$ cat src/design/gdr_pkg.sv
// Package with register offsets, field layouts, reset values and timing constants of the delay regulation bank.
package gdr_pkg;

  localparam int unsigned ADDR_W = 8;
  localparam int unsigned DATA_W = 8;

  localparam logic [7:0] HB3_DELAY_MAX_CURRENT_OFS     = 8'h2d;
  localparam logic [7:0] HB4_DELAY_MAX_CURRENT_OFS     = 8'h2e;
  localparam logic [7:0] HB1_LOOP_INITIAL_SETTINGS_OFS = 8'h2f;
  localparam logic [7:0] HB2_LOOP_INITIAL_SETTINGS_OFS = 8'h30;
  localparam logic [7:0] HB3_LOOP_INITIAL_SETTINGS_OFS = 8'h31;

  localparam logic [7:0] DELAY_MAX_CURRENT_RST     = 8'h0a;
  localparam logic [7:0] LOOP_INITIAL_SETTINGS_RST = 8'hf6;

  localparam int unsigned MAX_CURRENT_MSB  = 7;
  localparam int unsigned MAX_CURRENT_LSB  = 6;
  localparam int unsigned DELAY_TARGET_MSB = 5;
  localparam int unsigned DELAY_TARGET_LSB = 0;
  localparam int unsigned DELAY_CODED_MSB  = 3;

  localparam int unsigned PRECHG_RATIO_MSB    = 7;
  localparam int unsigned PRECHG_RATIO_LSB    = 6;
  localparam int unsigned PREDCHG_RATIO_MSB   = 5;
  localparam int unsigned PREDCHG_RATIO_LSB   = 4;
  localparam int unsigned PRECHG_INIT_MSB     = 3;
  localparam int unsigned PRECHG_INIT_LSB     = 2;
  localparam int unsigned PREDCHG_INIT_MSB    = 1;
  localparam int unsigned PREDCHG_INIT_LSB    = 0;

  // Delay step and its length in clock cycles at 100 MHz.
  localparam int unsigned CLOCK_PERIOD_PS     = 10000;
  localparam int unsigned DELAY_STEP_NS       = 140;
  localparam int unsigned DELAY_STEP_CYCLES   = (DELAY_STEP_NS * 1000) / CLOCK_PERIOD_PS;

  // Current codes in mA.
  localparam logic [6:0] MAX_CURRENT_MA_00 = 7'h40;
  localparam logic [6:0] MAX_CURRENT_MA_01 = 7'h20;
  localparam logic [6:0] MAX_CURRENT_MA_10 = 7'h10;
  localparam logic [6:0] MAX_CURRENT_MA_11 = 7'h08;
  localparam logic [6:0] INIT_CURRENT_MA_00 = 7'h04;
  localparam logic [6:0] INIT_CURRENT_MA_01 = 7'h08;
  localparam logic [6:0] INIT_CURRENT_MA_10 = 7'h10;
  localparam logic [6:0] INIT_CURRENT_MA_11 = 7'h20;

  localparam int unsigned CYCLE_W = 12;

  // Maximum pre-charge and pre-discharge current from its code.
  function automatic logic [6:0] gdr_max_current_ma(input logic [1:0] code);
    case (code)
      2'h0:    gdr_max_current_ma = MAX_CURRENT_MA_00;
      2'h1:    gdr_max_current_ma = MAX_CURRENT_MA_01;
      2'h2:    gdr_max_current_ma = MAX_CURRENT_MA_10;
      default: gdr_max_current_ma = MAX_CURRENT_MA_11;
    endcase
  endfunction

  // Starting loop current from its code.
  function automatic logic [6:0] gdr_init_current_ma(input logic [1:0] code);
    case (code)
      2'h0:    gdr_init_current_ma = INIT_CURRENT_MA_00;
      2'h1:    gdr_init_current_ma = INIT_CURRENT_MA_01;
      2'h2:    gdr_init_current_ma = INIT_CURRENT_MA_10;
      default: gdr_init_current_ma = INIT_CURRENT_MA_11;
    endcase
  endfunction

endpackage

$ cat src/design/gdr_half_bridge_timing.sv
// Per half-bridge timing decoder turning delay and ratio fields into clock cycle counts.
`timescale 1ns/1ps
module gdr_half_bridge_timing
  import gdr_pkg::*;
(
  // Clock and reset
  input  wire logic               clock,
  input  wire logic               sys_rst,
  // Fields
  input  wire logic [5:0]         delay_target,
  input  wire logic [1:0]         precharge_time_ratio,
  input  wire logic [1:0]         predischarge_time_ratio,
  // Decoded times in clock cycles
  output logic      [CYCLE_W-1:0] delay_cycles,
  output logic      [CYCLE_W-1:0] precharge_cycles,
  output logic      [CYCLE_W-1:0] predischarge_cycles
);

  localparam logic [CYCLE_W-1:0] STEP = CYCLE_W'(DELAY_STEP_CYCLES);

  logic [CYCLE_W-1:0] delay_next;
  logic [CYCLE_W-1:0] six_bit_cycles;

  // Ratio of a time in eighths: code 0..3 gives 1/8, 2/8, 3/8, 4/8.
  function automatic logic [CYCLE_W-1:0] ratio_of(input logic [CYCLE_W-1:0] base, input logic [1:0] code);
    logic [CYCLE_W+2:0] prod;
    prod = {3'h0, base} * ({13'h0, code} + 15'h1);
    ratio_of = prod[CYCLE_W+2:3];
  endfunction

  assign delay_next     = STEP * {8'h0, delay_target[DELAY_CODED_MSB:0]};
  assign six_bit_cycles = STEP * {6'h0, delay_target};

  always_ff @(posedge clock or posedge sys_rst) begin
    if (sys_rst) begin
      delay_cycles        <= '0;
      precharge_cycles    <= '0;
      predischarge_cycles <= '0;
    end else begin
      delay_cycles        <= delay_next;
      precharge_cycles    <= ratio_of(six_bit_cycles, precharge_time_ratio);
      predischarge_cycles <= ratio_of(six_bit_cycles, predischarge_time_ratio);
    end
  end

endmodule

$ cat src/design/gdr_delay_regulation_regs.sv
// Register bank holding delay regulation loop targets and initial settings, with decoded outputs.
//
// The plain strobed port was decided locally.
`timescale 1ns/1ps

// Overview of operation
// - Bits 7-6 of delay registers pick max pre-charge current 64/32/16/8 mA, reset 00b.
// - Bits 5-0 hold on/off delay target; delay is 140 ns times bits 3-0.
// - Offset 0x2d serves half-bridge 3, 0x2e half-bridge 4; both reset to 0x0a.
// - At 0x31 only, initial bits 7-6 set pre-charge time as 1/8 to 1/2 of delay field.
// - At 0x31 only, initial bits 5-4 set pre-discharge time as 1/8 to 1/2 of delay field.
// - Initial bits 3-2 choose starting pre-charge current 4/8/16/32 mA, reset 01b.
// - Initial bits 1-0 choose starting pre-discharge current 4/8/16/32 mA, reset 10b.
// - Offsets 0x2f, 0x30, 0x31 serve half-bridges 1, 2, 3; each resets to 0xf6.
module gdr_delay_regulation_regs
  import gdr_pkg::*;
(
  // Clock and reset
  input  wire logic               clock,
  input  wire logic               sys_rst,
  // Register port
  input  wire logic [ADDR_W-1:0]  reg_addr,
  input  wire logic [DATA_W-1:0]  reg_wdata,
  input  wire logic               reg_wr,
  input  wire logic               reg_rd,
  output logic      [DATA_W-1:0]  reg_rdata,
  // Half-bridge 3 and 4 limits and delay times
  output logic      [6:0]         hb3_max_current_ma,
  output logic      [6:0]         hb4_max_current_ma,
  output logic      [CYCLE_W-1:0] hb3_on_off_delay_cycles,
  output logic      [CYCLE_W-1:0] hb4_on_off_delay_cycles,
  // Half-bridge 3 pre-charge and pre-discharge times
  output logic      [CYCLE_W-1:0] hb3_precharge_cycles,
  output logic      [CYCLE_W-1:0] hb3_predischarge_cycles,
  // Half-bridge 1 to 3 starting loop currents
  output logic      [6:0]         hb1_initial_precharge_current_ma,
  output logic      [6:0]         hb1_initial_predischarge_current_ma,
  output logic      [6:0]         hb2_initial_precharge_current_ma,
  output logic      [6:0]         hb2_initial_predischarge_current_ma,
  output logic      [6:0]         hb3_initial_precharge_current_ma,
  output logic      [6:0]         hb3_initial_predischarge_current_ma
);

  logic [7:0] hb3_delay_max_current_reg;
  logic [7:0] hb4_delay_max_current_reg;
  logic [7:0] hb1_loop_initial_settings_reg;
  logic [7:0] hb2_loop_initial_settings_reg;
  logic [7:0] hb3_loop_initial_settings_reg;
  logic [7:0] reg_rdata_next;
  // Register select decoded from the offset.
  logic [4:0] addr_sel;
  logic [4:0] wr_sel;
  // Fields of the half-bridge 3 and 4 delay and limit registers.
  logic [1:0] hb3_max_current_code;
  logic [1:0] hb4_max_current_code;
  logic [5:0] hb3_on_off_delay_target;
  logic [5:0] hb4_on_off_delay_target;
  // Fields of the initial setting registers.
  logic [1:0] hb3_precharge_time_ratio;
  logic [1:0] hb3_predischarge_time_ratio;
  logic [1:0] hb1_initial_precharge_current_code;
  logic [1:0] hb2_initial_precharge_current_code;
  logic [1:0] hb3_initial_precharge_current_code;
  logic [1:0] hb1_initial_predischarge_current_code;
  logic [1:0] hb2_initial_predischarge_current_code;
  logic [1:0] hb3_initial_predischarge_current_code;

  // One-hot register select for an offset; zero for unmapped offsets.
  function automatic logic [4:0] reg_select(input logic [ADDR_W-1:0] addr);
    case (addr)
      HB3_DELAY_MAX_CURRENT_OFS:     reg_select = 5'h01;
      HB4_DELAY_MAX_CURRENT_OFS:     reg_select = 5'h02;
      HB1_LOOP_INITIAL_SETTINGS_OFS: reg_select = 5'h04;
      HB2_LOOP_INITIAL_SETTINGS_OFS: reg_select = 5'h08;
      HB3_LOOP_INITIAL_SETTINGS_OFS: reg_select = 5'h10;
      default:                       reg_select = 5'h00;
    endcase
  endfunction

  // Write enables, one for each register.
  assign addr_sel = reg_select(reg_addr);
  assign wr_sel   = reg_wr ? addr_sel : 5'h00;

  // Field split of the stored registers.
  assign hb3_max_current_code                  = hb3_delay_max_current_reg[MAX_CURRENT_MSB:MAX_CURRENT_LSB];
  assign hb4_max_current_code                  = hb4_delay_max_current_reg[MAX_CURRENT_MSB:MAX_CURRENT_LSB];
  assign hb3_on_off_delay_target               = hb3_delay_max_current_reg[DELAY_TARGET_MSB:DELAY_TARGET_LSB];
  assign hb4_on_off_delay_target               = hb4_delay_max_current_reg[DELAY_TARGET_MSB:DELAY_TARGET_LSB];
  assign hb3_precharge_time_ratio              = hb3_loop_initial_settings_reg[PRECHG_RATIO_MSB:PRECHG_RATIO_LSB];
  assign hb3_predischarge_time_ratio           = hb3_loop_initial_settings_reg[PREDCHG_RATIO_MSB:PREDCHG_RATIO_LSB];
  assign hb1_initial_precharge_current_code    = hb1_loop_initial_settings_reg[PRECHG_INIT_MSB:PRECHG_INIT_LSB];
  assign hb2_initial_precharge_current_code    = hb2_loop_initial_settings_reg[PRECHG_INIT_MSB:PRECHG_INIT_LSB];
  assign hb3_initial_precharge_current_code    = hb3_loop_initial_settings_reg[PRECHG_INIT_MSB:PRECHG_INIT_LSB];
  assign hb1_initial_predischarge_current_code = hb1_loop_initial_settings_reg[PREDCHG_INIT_MSB:PREDCHG_INIT_LSB];
  assign hb2_initial_predischarge_current_code = hb2_loop_initial_settings_reg[PREDCHG_INIT_MSB:PREDCHG_INIT_LSB];
  assign hb3_initial_predischarge_current_code = hb3_loop_initial_settings_reg[PREDCHG_INIT_MSB:PREDCHG_INIT_LSB];

  // Half-bridge 3 delay and current limit register.
  always_ff @(posedge clock or posedge sys_rst) begin
    if (sys_rst) begin
      hb3_delay_max_current_reg <= DELAY_MAX_CURRENT_RST;
    end else if (wr_sel[0]) begin
      hb3_delay_max_current_reg <= reg_wdata;
    end
  end

  // Half-bridge 4 delay and current limit register.
  always_ff @(posedge clock or posedge sys_rst) begin
    if (sys_rst) begin
      hb4_delay_max_current_reg <= DELAY_MAX_CURRENT_RST;
    end else if (wr_sel[1]) begin
      hb4_delay_max_current_reg <= reg_wdata;
    end
  end

  // Half-bridge 1 initial setting register.
  always_ff @(posedge clock or posedge sys_rst) begin
    if (sys_rst) begin
      hb1_loop_initial_settings_reg <= LOOP_INITIAL_SETTINGS_RST;
    end else if (wr_sel[2]) begin
      hb1_loop_initial_settings_reg <= reg_wdata;
    end
  end

  // Half-bridge 2 initial setting register.
  always_ff @(posedge clock or posedge sys_rst) begin
    if (sys_rst) begin
      hb2_loop_initial_settings_reg <= LOOP_INITIAL_SETTINGS_RST;
    end else if (wr_sel[3]) begin
      hb2_loop_initial_settings_reg <= reg_wdata;
    end
  end

  // Half-bridge 3 initial setting register.
  always_ff @(posedge clock or posedge sys_rst) begin
    if (sys_rst) begin
      hb3_loop_initial_settings_reg <= LOOP_INITIAL_SETTINGS_RST;
    end else if (wr_sel[4]) begin
      hb3_loop_initial_settings_reg <= reg_wdata;
    end
  end

  // Read decode; unmapped offsets return zero.
  always_comb begin
    case (reg_addr)
      HB3_DELAY_MAX_CURRENT_OFS:     reg_rdata_next = hb3_delay_max_current_reg;
      HB4_DELAY_MAX_CURRENT_OFS:     reg_rdata_next = hb4_delay_max_current_reg;
      HB1_LOOP_INITIAL_SETTINGS_OFS: reg_rdata_next = hb1_loop_initial_settings_reg;
      HB2_LOOP_INITIAL_SETTINGS_OFS: reg_rdata_next = hb2_loop_initial_settings_reg;
      HB3_LOOP_INITIAL_SETTINGS_OFS: reg_rdata_next = hb3_loop_initial_settings_reg;
      default:                       reg_rdata_next = 8'h00;
    endcase
  end

  // Read data stands only in the cycle after the strobe.
  always_ff @(posedge clock or posedge sys_rst) begin
    if (sys_rst) begin
      reg_rdata <= 8'h00;
    end else if (reg_rd) begin
      reg_rdata <= reg_rdata_next;
    end else begin
      reg_rdata <= 8'h00;
    end
  end

  // Half-bridge 3 maximum pre-charge and pre-discharge current.
  always_ff @(posedge clock or posedge sys_rst) begin
    if (sys_rst) begin
      hb3_max_current_ma <= MAX_CURRENT_MA_00;
    end else begin
      hb3_max_current_ma <= gdr_max_current_ma(hb3_max_current_code);
    end
  end

  // Half-bridge 4 maximum pre-charge and pre-discharge current.
  always_ff @(posedge clock or posedge sys_rst) begin
    if (sys_rst) begin
      hb4_max_current_ma <= MAX_CURRENT_MA_00;
    end else begin
      hb4_max_current_ma <= gdr_max_current_ma(hb4_max_current_code);
    end
  end

  // Half-bridge 1 starting pre-charge current.
  always_ff @(posedge clock or posedge sys_rst) begin
    if (sys_rst) begin
      hb1_initial_precharge_current_ma <= INIT_CURRENT_MA_01;
    end else begin
      hb1_initial_precharge_current_ma <= gdr_init_current_ma(hb1_initial_precharge_current_code);
    end
  end

  // Half-bridge 2 starting pre-charge current.
  always_ff @(posedge clock or posedge sys_rst) begin
    if (sys_rst) begin
      hb2_initial_precharge_current_ma <= INIT_CURRENT_MA_01;
    end else begin
      hb2_initial_precharge_current_ma <= gdr_init_current_ma(hb2_initial_precharge_current_code);
    end
  end

  // Half-bridge 3 starting pre-charge current.
  always_ff @(posedge clock or posedge sys_rst) begin
    if (sys_rst) begin
      hb3_initial_precharge_current_ma <= INIT_CURRENT_MA_01;
    end else begin
      hb3_initial_precharge_current_ma <= gdr_init_current_ma(hb3_initial_precharge_current_code);
    end
  end

  // Half-bridge 1 starting pre-discharge current.
  always_ff @(posedge clock or posedge sys_rst) begin
    if (sys_rst) begin
      hb1_initial_predischarge_current_ma <= INIT_CURRENT_MA_10;
    end else begin
      hb1_initial_predischarge_current_ma <= gdr_init_current_ma(hb1_initial_predischarge_current_code);
    end
  end

  // Half-bridge 2 starting pre-discharge current.
  always_ff @(posedge clock or posedge sys_rst) begin
    if (sys_rst) begin
      hb2_initial_predischarge_current_ma <= INIT_CURRENT_MA_10;
    end else begin
      hb2_initial_predischarge_current_ma <= gdr_init_current_ma(hb2_initial_predischarge_current_code);
    end
  end

  // Half-bridge 3 starting pre-discharge current.
  always_ff @(posedge clock or posedge sys_rst) begin
    if (sys_rst) begin
      hb3_initial_predischarge_current_ma <= INIT_CURRENT_MA_10;
    end else begin
      hb3_initial_predischarge_current_ma <= gdr_init_current_ma(hb3_initial_predischarge_current_code);
    end
  end

  // Half-bridge 3 has both its delay and its initial ratios in this bank.
  gdr_half_bridge_timing u_hb3_timing (
    .clock                   (clock),
    .sys_rst                 (sys_rst),
    .delay_target            (hb3_on_off_delay_target),
    .precharge_time_ratio    (hb3_precharge_time_ratio),
    .predischarge_time_ratio (hb3_predischarge_time_ratio),
    .delay_cycles            (hb3_on_off_delay_cycles),
    .precharge_cycles        (hb3_precharge_cycles),
    .predischarge_cycles     (hb3_predischarge_cycles)
  );

  // Half-bridge 4 ratios live outside this bank; only its delay is decoded.
  gdr_half_bridge_timing u_hb4_timing (
    .clock                   (clock),
    .sys_rst                 (sys_rst),
    .delay_target            (hb4_on_off_delay_target),
    .precharge_time_ratio    (2'h3),
    .predischarge_time_ratio (2'h3),
    .delay_cycles            (hb4_on_off_delay_cycles),
    .precharge_cycles        (),
    .predischarge_cycles     ()
  );

endmodule

$ cat config.mk
export PLATFORM = sky130hd
export DESIGN_NAME = gdr_delay_regulation_regs
export DESIGN_NICKNAME = d
export VERILOG_FILES = /design/src/design/gdr_pkg.sv /design/src/design/gdr_half_bridge_timing.sv /design/src/design/gdr_delay_regulation_regs.sv
export SDC_FILE = /design/constraint.sdc
export NUM_CORES = 1
export LEC_CHECK = 0
export ABC_AREA = 1
export BUFFER_PORTS_ARGS = -buffer_cell sky130_fd_sc_hd__clkbuf_2
export CAP_MARGIN = 20
export CORE_ASPECT_RATIO = 0.8
export CORE_MARGIN = 4
export CORE_UTILIZATION = 54
export DETAILED_ROUTE_END_ITERATION = 6
export GPL_TIMING_DRIVEN = 1
export PLACE_DENSITY = 0.89
export SLEW_MARGIN = 20
export SYNTH_ARGS = -nofsm -noshare
export SYNTH_HDL_FRONTEND = slang
export SYNTH_SLANG_ARGS = --single-unit
$ cat constraint.sdc
create_clock -name clock -period 4.7 [get_ports clock]
set_input_delay 0.94 -clock clock [delete_from_list [all_inputs] [get_ports clock]]
set_output_delay 0.94 -clock clock [all_outputs]
set_load 0.05 [all_outputs]
# ---- Word-level counts from Yosys, hierarchy flattened
# Index checks and enable logic that the tools add are counted.
dict set report totals {
  register_bits 142
  latchBits 0
  ramBits 0
  romBits 0
  inputBits 20
  n_memories 0
}
dict set report op_classes {
  add_sub_neg 2
  n_mul 5
  div_mod_pow 0
  order_cmp 0
  n_eq_ne 21
  n_shift 0
  muxes 12
  bitwise_logic 0
  n_reduce_logical 8
}
# cell count
set op_table {}
lappend op_table {{case mux 6 bit (3 select lines)} 6}
lappend op_table {{case mux 7 bit (3 select lines)} 2}
lappend op_table {{== test 8 x 6 -> 1 bit (second input constant)} 5}
lappend op_table {{case mux 8 bit (5 select lines)} 1}
lappend op_table {{multiplier 9 x 15 -> 14 bit} 2}
lappend op_table {{case mux 5 bit (5 select lines)} 1}
lappend op_table {{== test 2 x 1 -> 1 bit (second input constant)} 8}
lappend op_table {{== test 2 bit (second input constant)} 8}
lappend op_table {{logical NOT 2 bit} 8}
lappend op_table {{multiplier 3 x 4 -> 7 bit (first input constant)} 2}
lappend op_table {{multiplier 3 x 6 -> 9 bit (first input constant)} 1}
lappend op_table {{two-way mux 8 bit} 1}
lappend op_table {{adder 2 x 1 -> 3 bit (second input constant)} 2}
lappend op_table {{two-way mux 5 bit} 1}

# ---- Depth between registers and ports, before layout
dict set report depth {
  word_depth 3
  mapped_depth 17
  ltp_nobuf 17
}

# ---- Hierarchy
# A second synthesis with hierarchy kept.
dict set report unflattened {
  cells_unflattened 1077
  area_unflattened_um2 9183.8
}
# mod instances cells_per_inst area_per_inst_um2 seq_area_each_um2
set by_module_without_submodules {}
lappend by_module_without_submodules {gdr_delay_regulation_regs 1 362 3661.0 2039.5}
lappend by_module_without_submodules {{gdr_half_bridge_timing at u_hb4_timing} 1 359 2762.6 675.6}
lappend by_module_without_submodules {{gdr_half_bridge_timing at u_hb3_timing} 1 356 2760.1 675.6}

# ---- Worst setup path after synthesis
# OpenSTA, ideal clock, no wires.
dict set report synth_timing {
  path_type {reg2reg}
  startpoint {reg hb3_delay_max_current_reg[3]}
  endpoint {reg u_hb3_timing.precharge_cycles[8]}
  setup_ps 117
  arrival_ps 3555
  setup_slack_ps 1028
  path_stages_with_launch 16
  path_buffers 0
  cell_sequence {dfstp_2 -> fa_1 -> ha_1 -> nand2_1 -> nand2_1 -> a31oi_1 -> xor2_1 -> nand2_1 -> fa_1 -> inv_1 -> ha_1 -> nand2_1 -> o21ai_0 -> nand3_1 -> nand3_1 -> nand2_1}
}
dict set report synth_via {
  elab_chain_cells 2
}
# item line_no
set synth_rtl {}
lappend synth_rtl {{start: declaration} gdr_delay_regulation_regs.sv:44} ;# logic [7:0] hb3_delay_max_current_reg;
lappend synth_rtl {{start signal: assignment} gdr_delay_regulation_regs.sv:103} ;# hb3_delay_max_current_reg <= reg_wdata;
lappend synth_rtl {{multiplier 3 x 6 -> 9 bit} gdr_half_bridge_timing.sv:32} ;# assign six_bit_cycles = STEP * {6'h0, delay_target};
lappend synth_rtl {{multiplier 9 x 15 -> 14 bit} gdr_half_bridge_timing.sv:27} ;# prod = {3'h0, base} * ({13'h0, code} + 15'h1);
lappend synth_rtl {{end signal: assignment} gdr_half_bridge_timing.sv:41} ;# precharge_cycles <= ratio_of(six_bit_cycles, precharge_time_ratio);
lappend synth_rtl {{end: declaration} gdr_half_bridge_timing.sv:15} ;# output logic [CYCLE_W-1:0] precharge_cycles,
# No other way between the ends.
# A chain may end at the register's enable or synchronous reset.

# ---- Worst setup path after layout
dict set report layout_timing {
  startpoint {reg hb3_delay_max_current_reg[2]}
  endpoint {reg u_hb3_timing.precharge_cycles[8]}
}
# Same word-level chain as after synthesis.

==> impl_metrics.py <==
metrics = {
    "critical_path": {
        "cp_slowest_cell": "fa_1",
        "cp-start-kind": "register",
        "r2r-start": "hb3_delay_max_current_reg[2]",
        "worstPathMaxFanout": 7,
        "cp-startpoint": "hb3_delay_max_current_reg[2]",
        "path_class": "register to register",
        "cp.arrival_ns": 4.56,
        "required_ns": 5.00,
        "crit_family": "adder cells",
        "crit_chain": "fa_1 > ha_1 > inv_1 > fa_1 > xnor2_1 > nand2_1 > fa_1 > inv_1 > ha_1 > nand2_1 > o21ai_0 > nand3_1 > nand3_1 > nand2_1",
        "slowest_delay_ns": 0.55,
        "crit_buf_inv": 2,
        "end_kind": "register",
    },
    "floorplanning": {
        "initial_core_util": 0.5522,
        "dieArea_um2": 14290,
        "core_um2": 12160,
        "die_h_um": 107.7,
        "io_pins": 132,
        "rows": 36,
        "die_w_um": 132.7,
    },
    "finish": {
        "drive_above_1_share": 0.2239,
        "seqCellArea_um2": 2890,
        "multi_input_area_um2": 3099,
        "reg_top3": "u_hb3_timing.precharge_cycles x10, u_hb3_timing.predischarge_cycles x10",
        "fillers": 929,
        "nets": 917,
        "diodes": 0,
        "area_delta_synth_final_pct": 15.45,
    },
    "synth": {
        "yosysWarnings": 0,
        "syn-cell-area_um2": 6715,
        "synthTopCellsByCount": "nand2_1 (137), inv_1 (122), dfrtp_1 (84)",
        "yosys.area.top_type_share": 0.3130,
        "synth_ff_type": "dfrtp_1",
        "syn_area_per_cell_um2": 9.199,
        "yosysSeqAreaShare": 0.4304,
        "syn_inst": 730,
        "ys_ff_latch": 114,
        "synthArstFlopShare": 1.000,
        "synth_area_leaders": "dfrtp_1 (31%), dfstp_2 (12%), fa_1 (8.0%)",
        "yosys.area.top_type": "dfrtp_1",
        "synth-edff-count": 0,
        "yosysMostFrequentCell": "nand2_1",
        "synth_cell_types": 34,
    },
    "drt": {
        "wl_um": 14550,
        "via_per_inst": 5.122,
        "final_antenna_net_count": 0,
        "wl_per_cell_um": 14.61,
        "first_pass_iters": 5,
        "dr.first_iter.drc_count": 390,
        "drc": 0,
        "num_vias": 5102,
    },
    "placed_design": {
        "gp_congestion": 0.9616,
        "hpwl_um": 10680,
        "port_buffers": 93,
    },
    "worst_hold_path": {
        "hp-start": "hb3_delay_max_current_reg[6]",
        "hold_path.class": "register to register",
    },
    "sta": {
        "finalHoldViolations": 0,
        "rsz0062_at_grt": "no",
        "period_share": 0.9050,
        "worstMarginPinSlew_ns": 0.8529,
        "slew_headroom": 0.4314,
        "finalSetupTns_ns": 0,
        "skew_ns": 0.01554,
        "slew_viol_final": 0,
        "timing.final.crit_period_ns": 4.254,
        "setup_viol": 0,
        "max_freq_mhz": 235.1,
    },
    "power": {
        "peakVddDrop_mv": 0.4540,
        "p_leak_nw": 4.334,
        "power_density_nw_per_um2": 542.5,
        "p_total_mw": 4.206,
    },
    "clock_tree": {
        "cts_max_level": 4,
        "ctsHoldBuffers": 0,
        "cts_buffer_depth": 2,
        "postCtsSetupBuffers": 0,
        "numCtsBuffers": 17,
        "cts-root-buf": "clkbuf_16",
        "path_clk_slew_ns": 0.07,
        "clk_latency_ns": 0.42,
        "cts.sinks": 114,
        "cts_tree": "built",
        "cts_resized": 0,
    },
    "global_routing": {
        "grt_overflow_total": 0,
        "grt_max_degree": 73,
        "grt_usage": 0.2150,
        "grt_pass1_vias": 5063,
        "grt_pass1_wl_um": 24500,
        "antenna_found_initial": 0,
    },
    "outcome": {
        "outcome": "finished clean",
    },
    "run": {
        "cap_violations": 0,
    },
}
==> layout make-up <==
cell class,count,share of cell area
Multi-Input combinational cell,477,0.3998
Clock inverter,15,0.02437
Sequential cell,114,0.3728
Clock buffer,17,0.05487
Timing Repair Buffer,95,0.06198
Inverter,126,0.06165
Tap cell,152,0.02453
==> logic make-up (layout without fill, tap and decap cells) <==
| kind of cell | after synthesis | in the layout | share of synthesized area |
|---|---|---|---|
| buf+inv | 176 | 253 | 0.1287 |
| xor+xnor | 15 | 15 | 0.01956 |
| simple gates | 280 | 280 | 0.2037 |
| other cells | 1 | 38 | 0.0005584 |
| flops | 114 | 114 | 0.4304 |
| compound gates | 78 | 78 | 0.06391 |
| fa+ha+maj | 66 | 66 | 0.1532 |
==> path summary, 6_finish.rpt <==
path | to | slack [ns] | depth (start not counted)
max | u_hb3_timing.precharge_cycles[8] | 0.45 | 14
min in group asynchronous | u_hb4_timing.delay_cycles[7] | 0.70 | 2
max reg2reg | u_hb3_timing.precharge_cycles[8] | 0.45 | 14
max in group asynchronous | hb1_loop_initial_settings_reg[5] | 3.06 | 3
min reg2reg | hb3_max_current_ma[6] | 0.44 | 1
min | hb3_max_current_ma[6] | 0.44 | 1
==> cells in the final DEF, fill, tap and decap left out, types with 4 or more instances in the layout <==
cell type,n
nand2_1,137
inv_1,121
clkbuf_2,93
dfrtp_1,84
nand3_1,63
nor2_1,52
ha_1,39
conb_1,38
dfstp_2,30
o21ai_0,27
fa_1,27
a21oi_1,23
clkbuf_16,17
o21ai_1,14
xor2_1,10
nor2_8,9
o21a_1,7
nand2_2,6
inv_8,6
xnor2_1,5
nand2_4,5
o21ai_2,4
clkinv_4,4
==> routing by layer <==
metal	routed length, um	part of all wire	track usage
met1	5983	0.41	0.2837
met2	7050	0.48	0.3521
met3	1247	0.086	0.05607
met4	271	0.019	0.06454
met5	0	0	0
==> report_power, final <==
| group | switching, mW | internal, mW |
|---|---|---|
| clock | 0.529 | 0.809 |
| combinational | 1.21 | 0.437 |
| sequential | 0.0703 | 1.15 |
| total | 1.81 | 2.40 |
==> through the flow <==
step | utilization | setup WS [ns] | cells | cell area (um^2) | hold WS, ns
floorplan | - | 0.7939 | 767 | 6854 | 0.4057
global placement | 0.5869 | 0.7223 | 964 | 7138 | 0.4255
detailed placement | 0.5869 | 0.5432 | 964 | 7138 | 0.4269
CTS | 0.6374 | 0.5061 | 996 | 7752 | 0.4384
global route | 0.6374 | 0.1767 | 996 | 7752 | 0.4679
finish | 0.6374 | 0.4465 | 996 | 7752 | 0.4363
==> worst reg2reg max path: cells and delay by family (launching register included) <==
| family | cells | cell delay, ns |
|---|---|---|
| buffers and inverters | 2 | 0.13 |
| AND/OR/NAND/NOR | 5 | 0.54 |
| flip-flops | 1 | 0.51 |
| XOR/XNOR | 1 | 0.50 |
| adder cells (fa/ha/maj) | 5 | 2.12 |
| AO/OA/AOI/OAI | 1 | 0.34 |
Note: power is estimated with default switching activity, not from simulation.
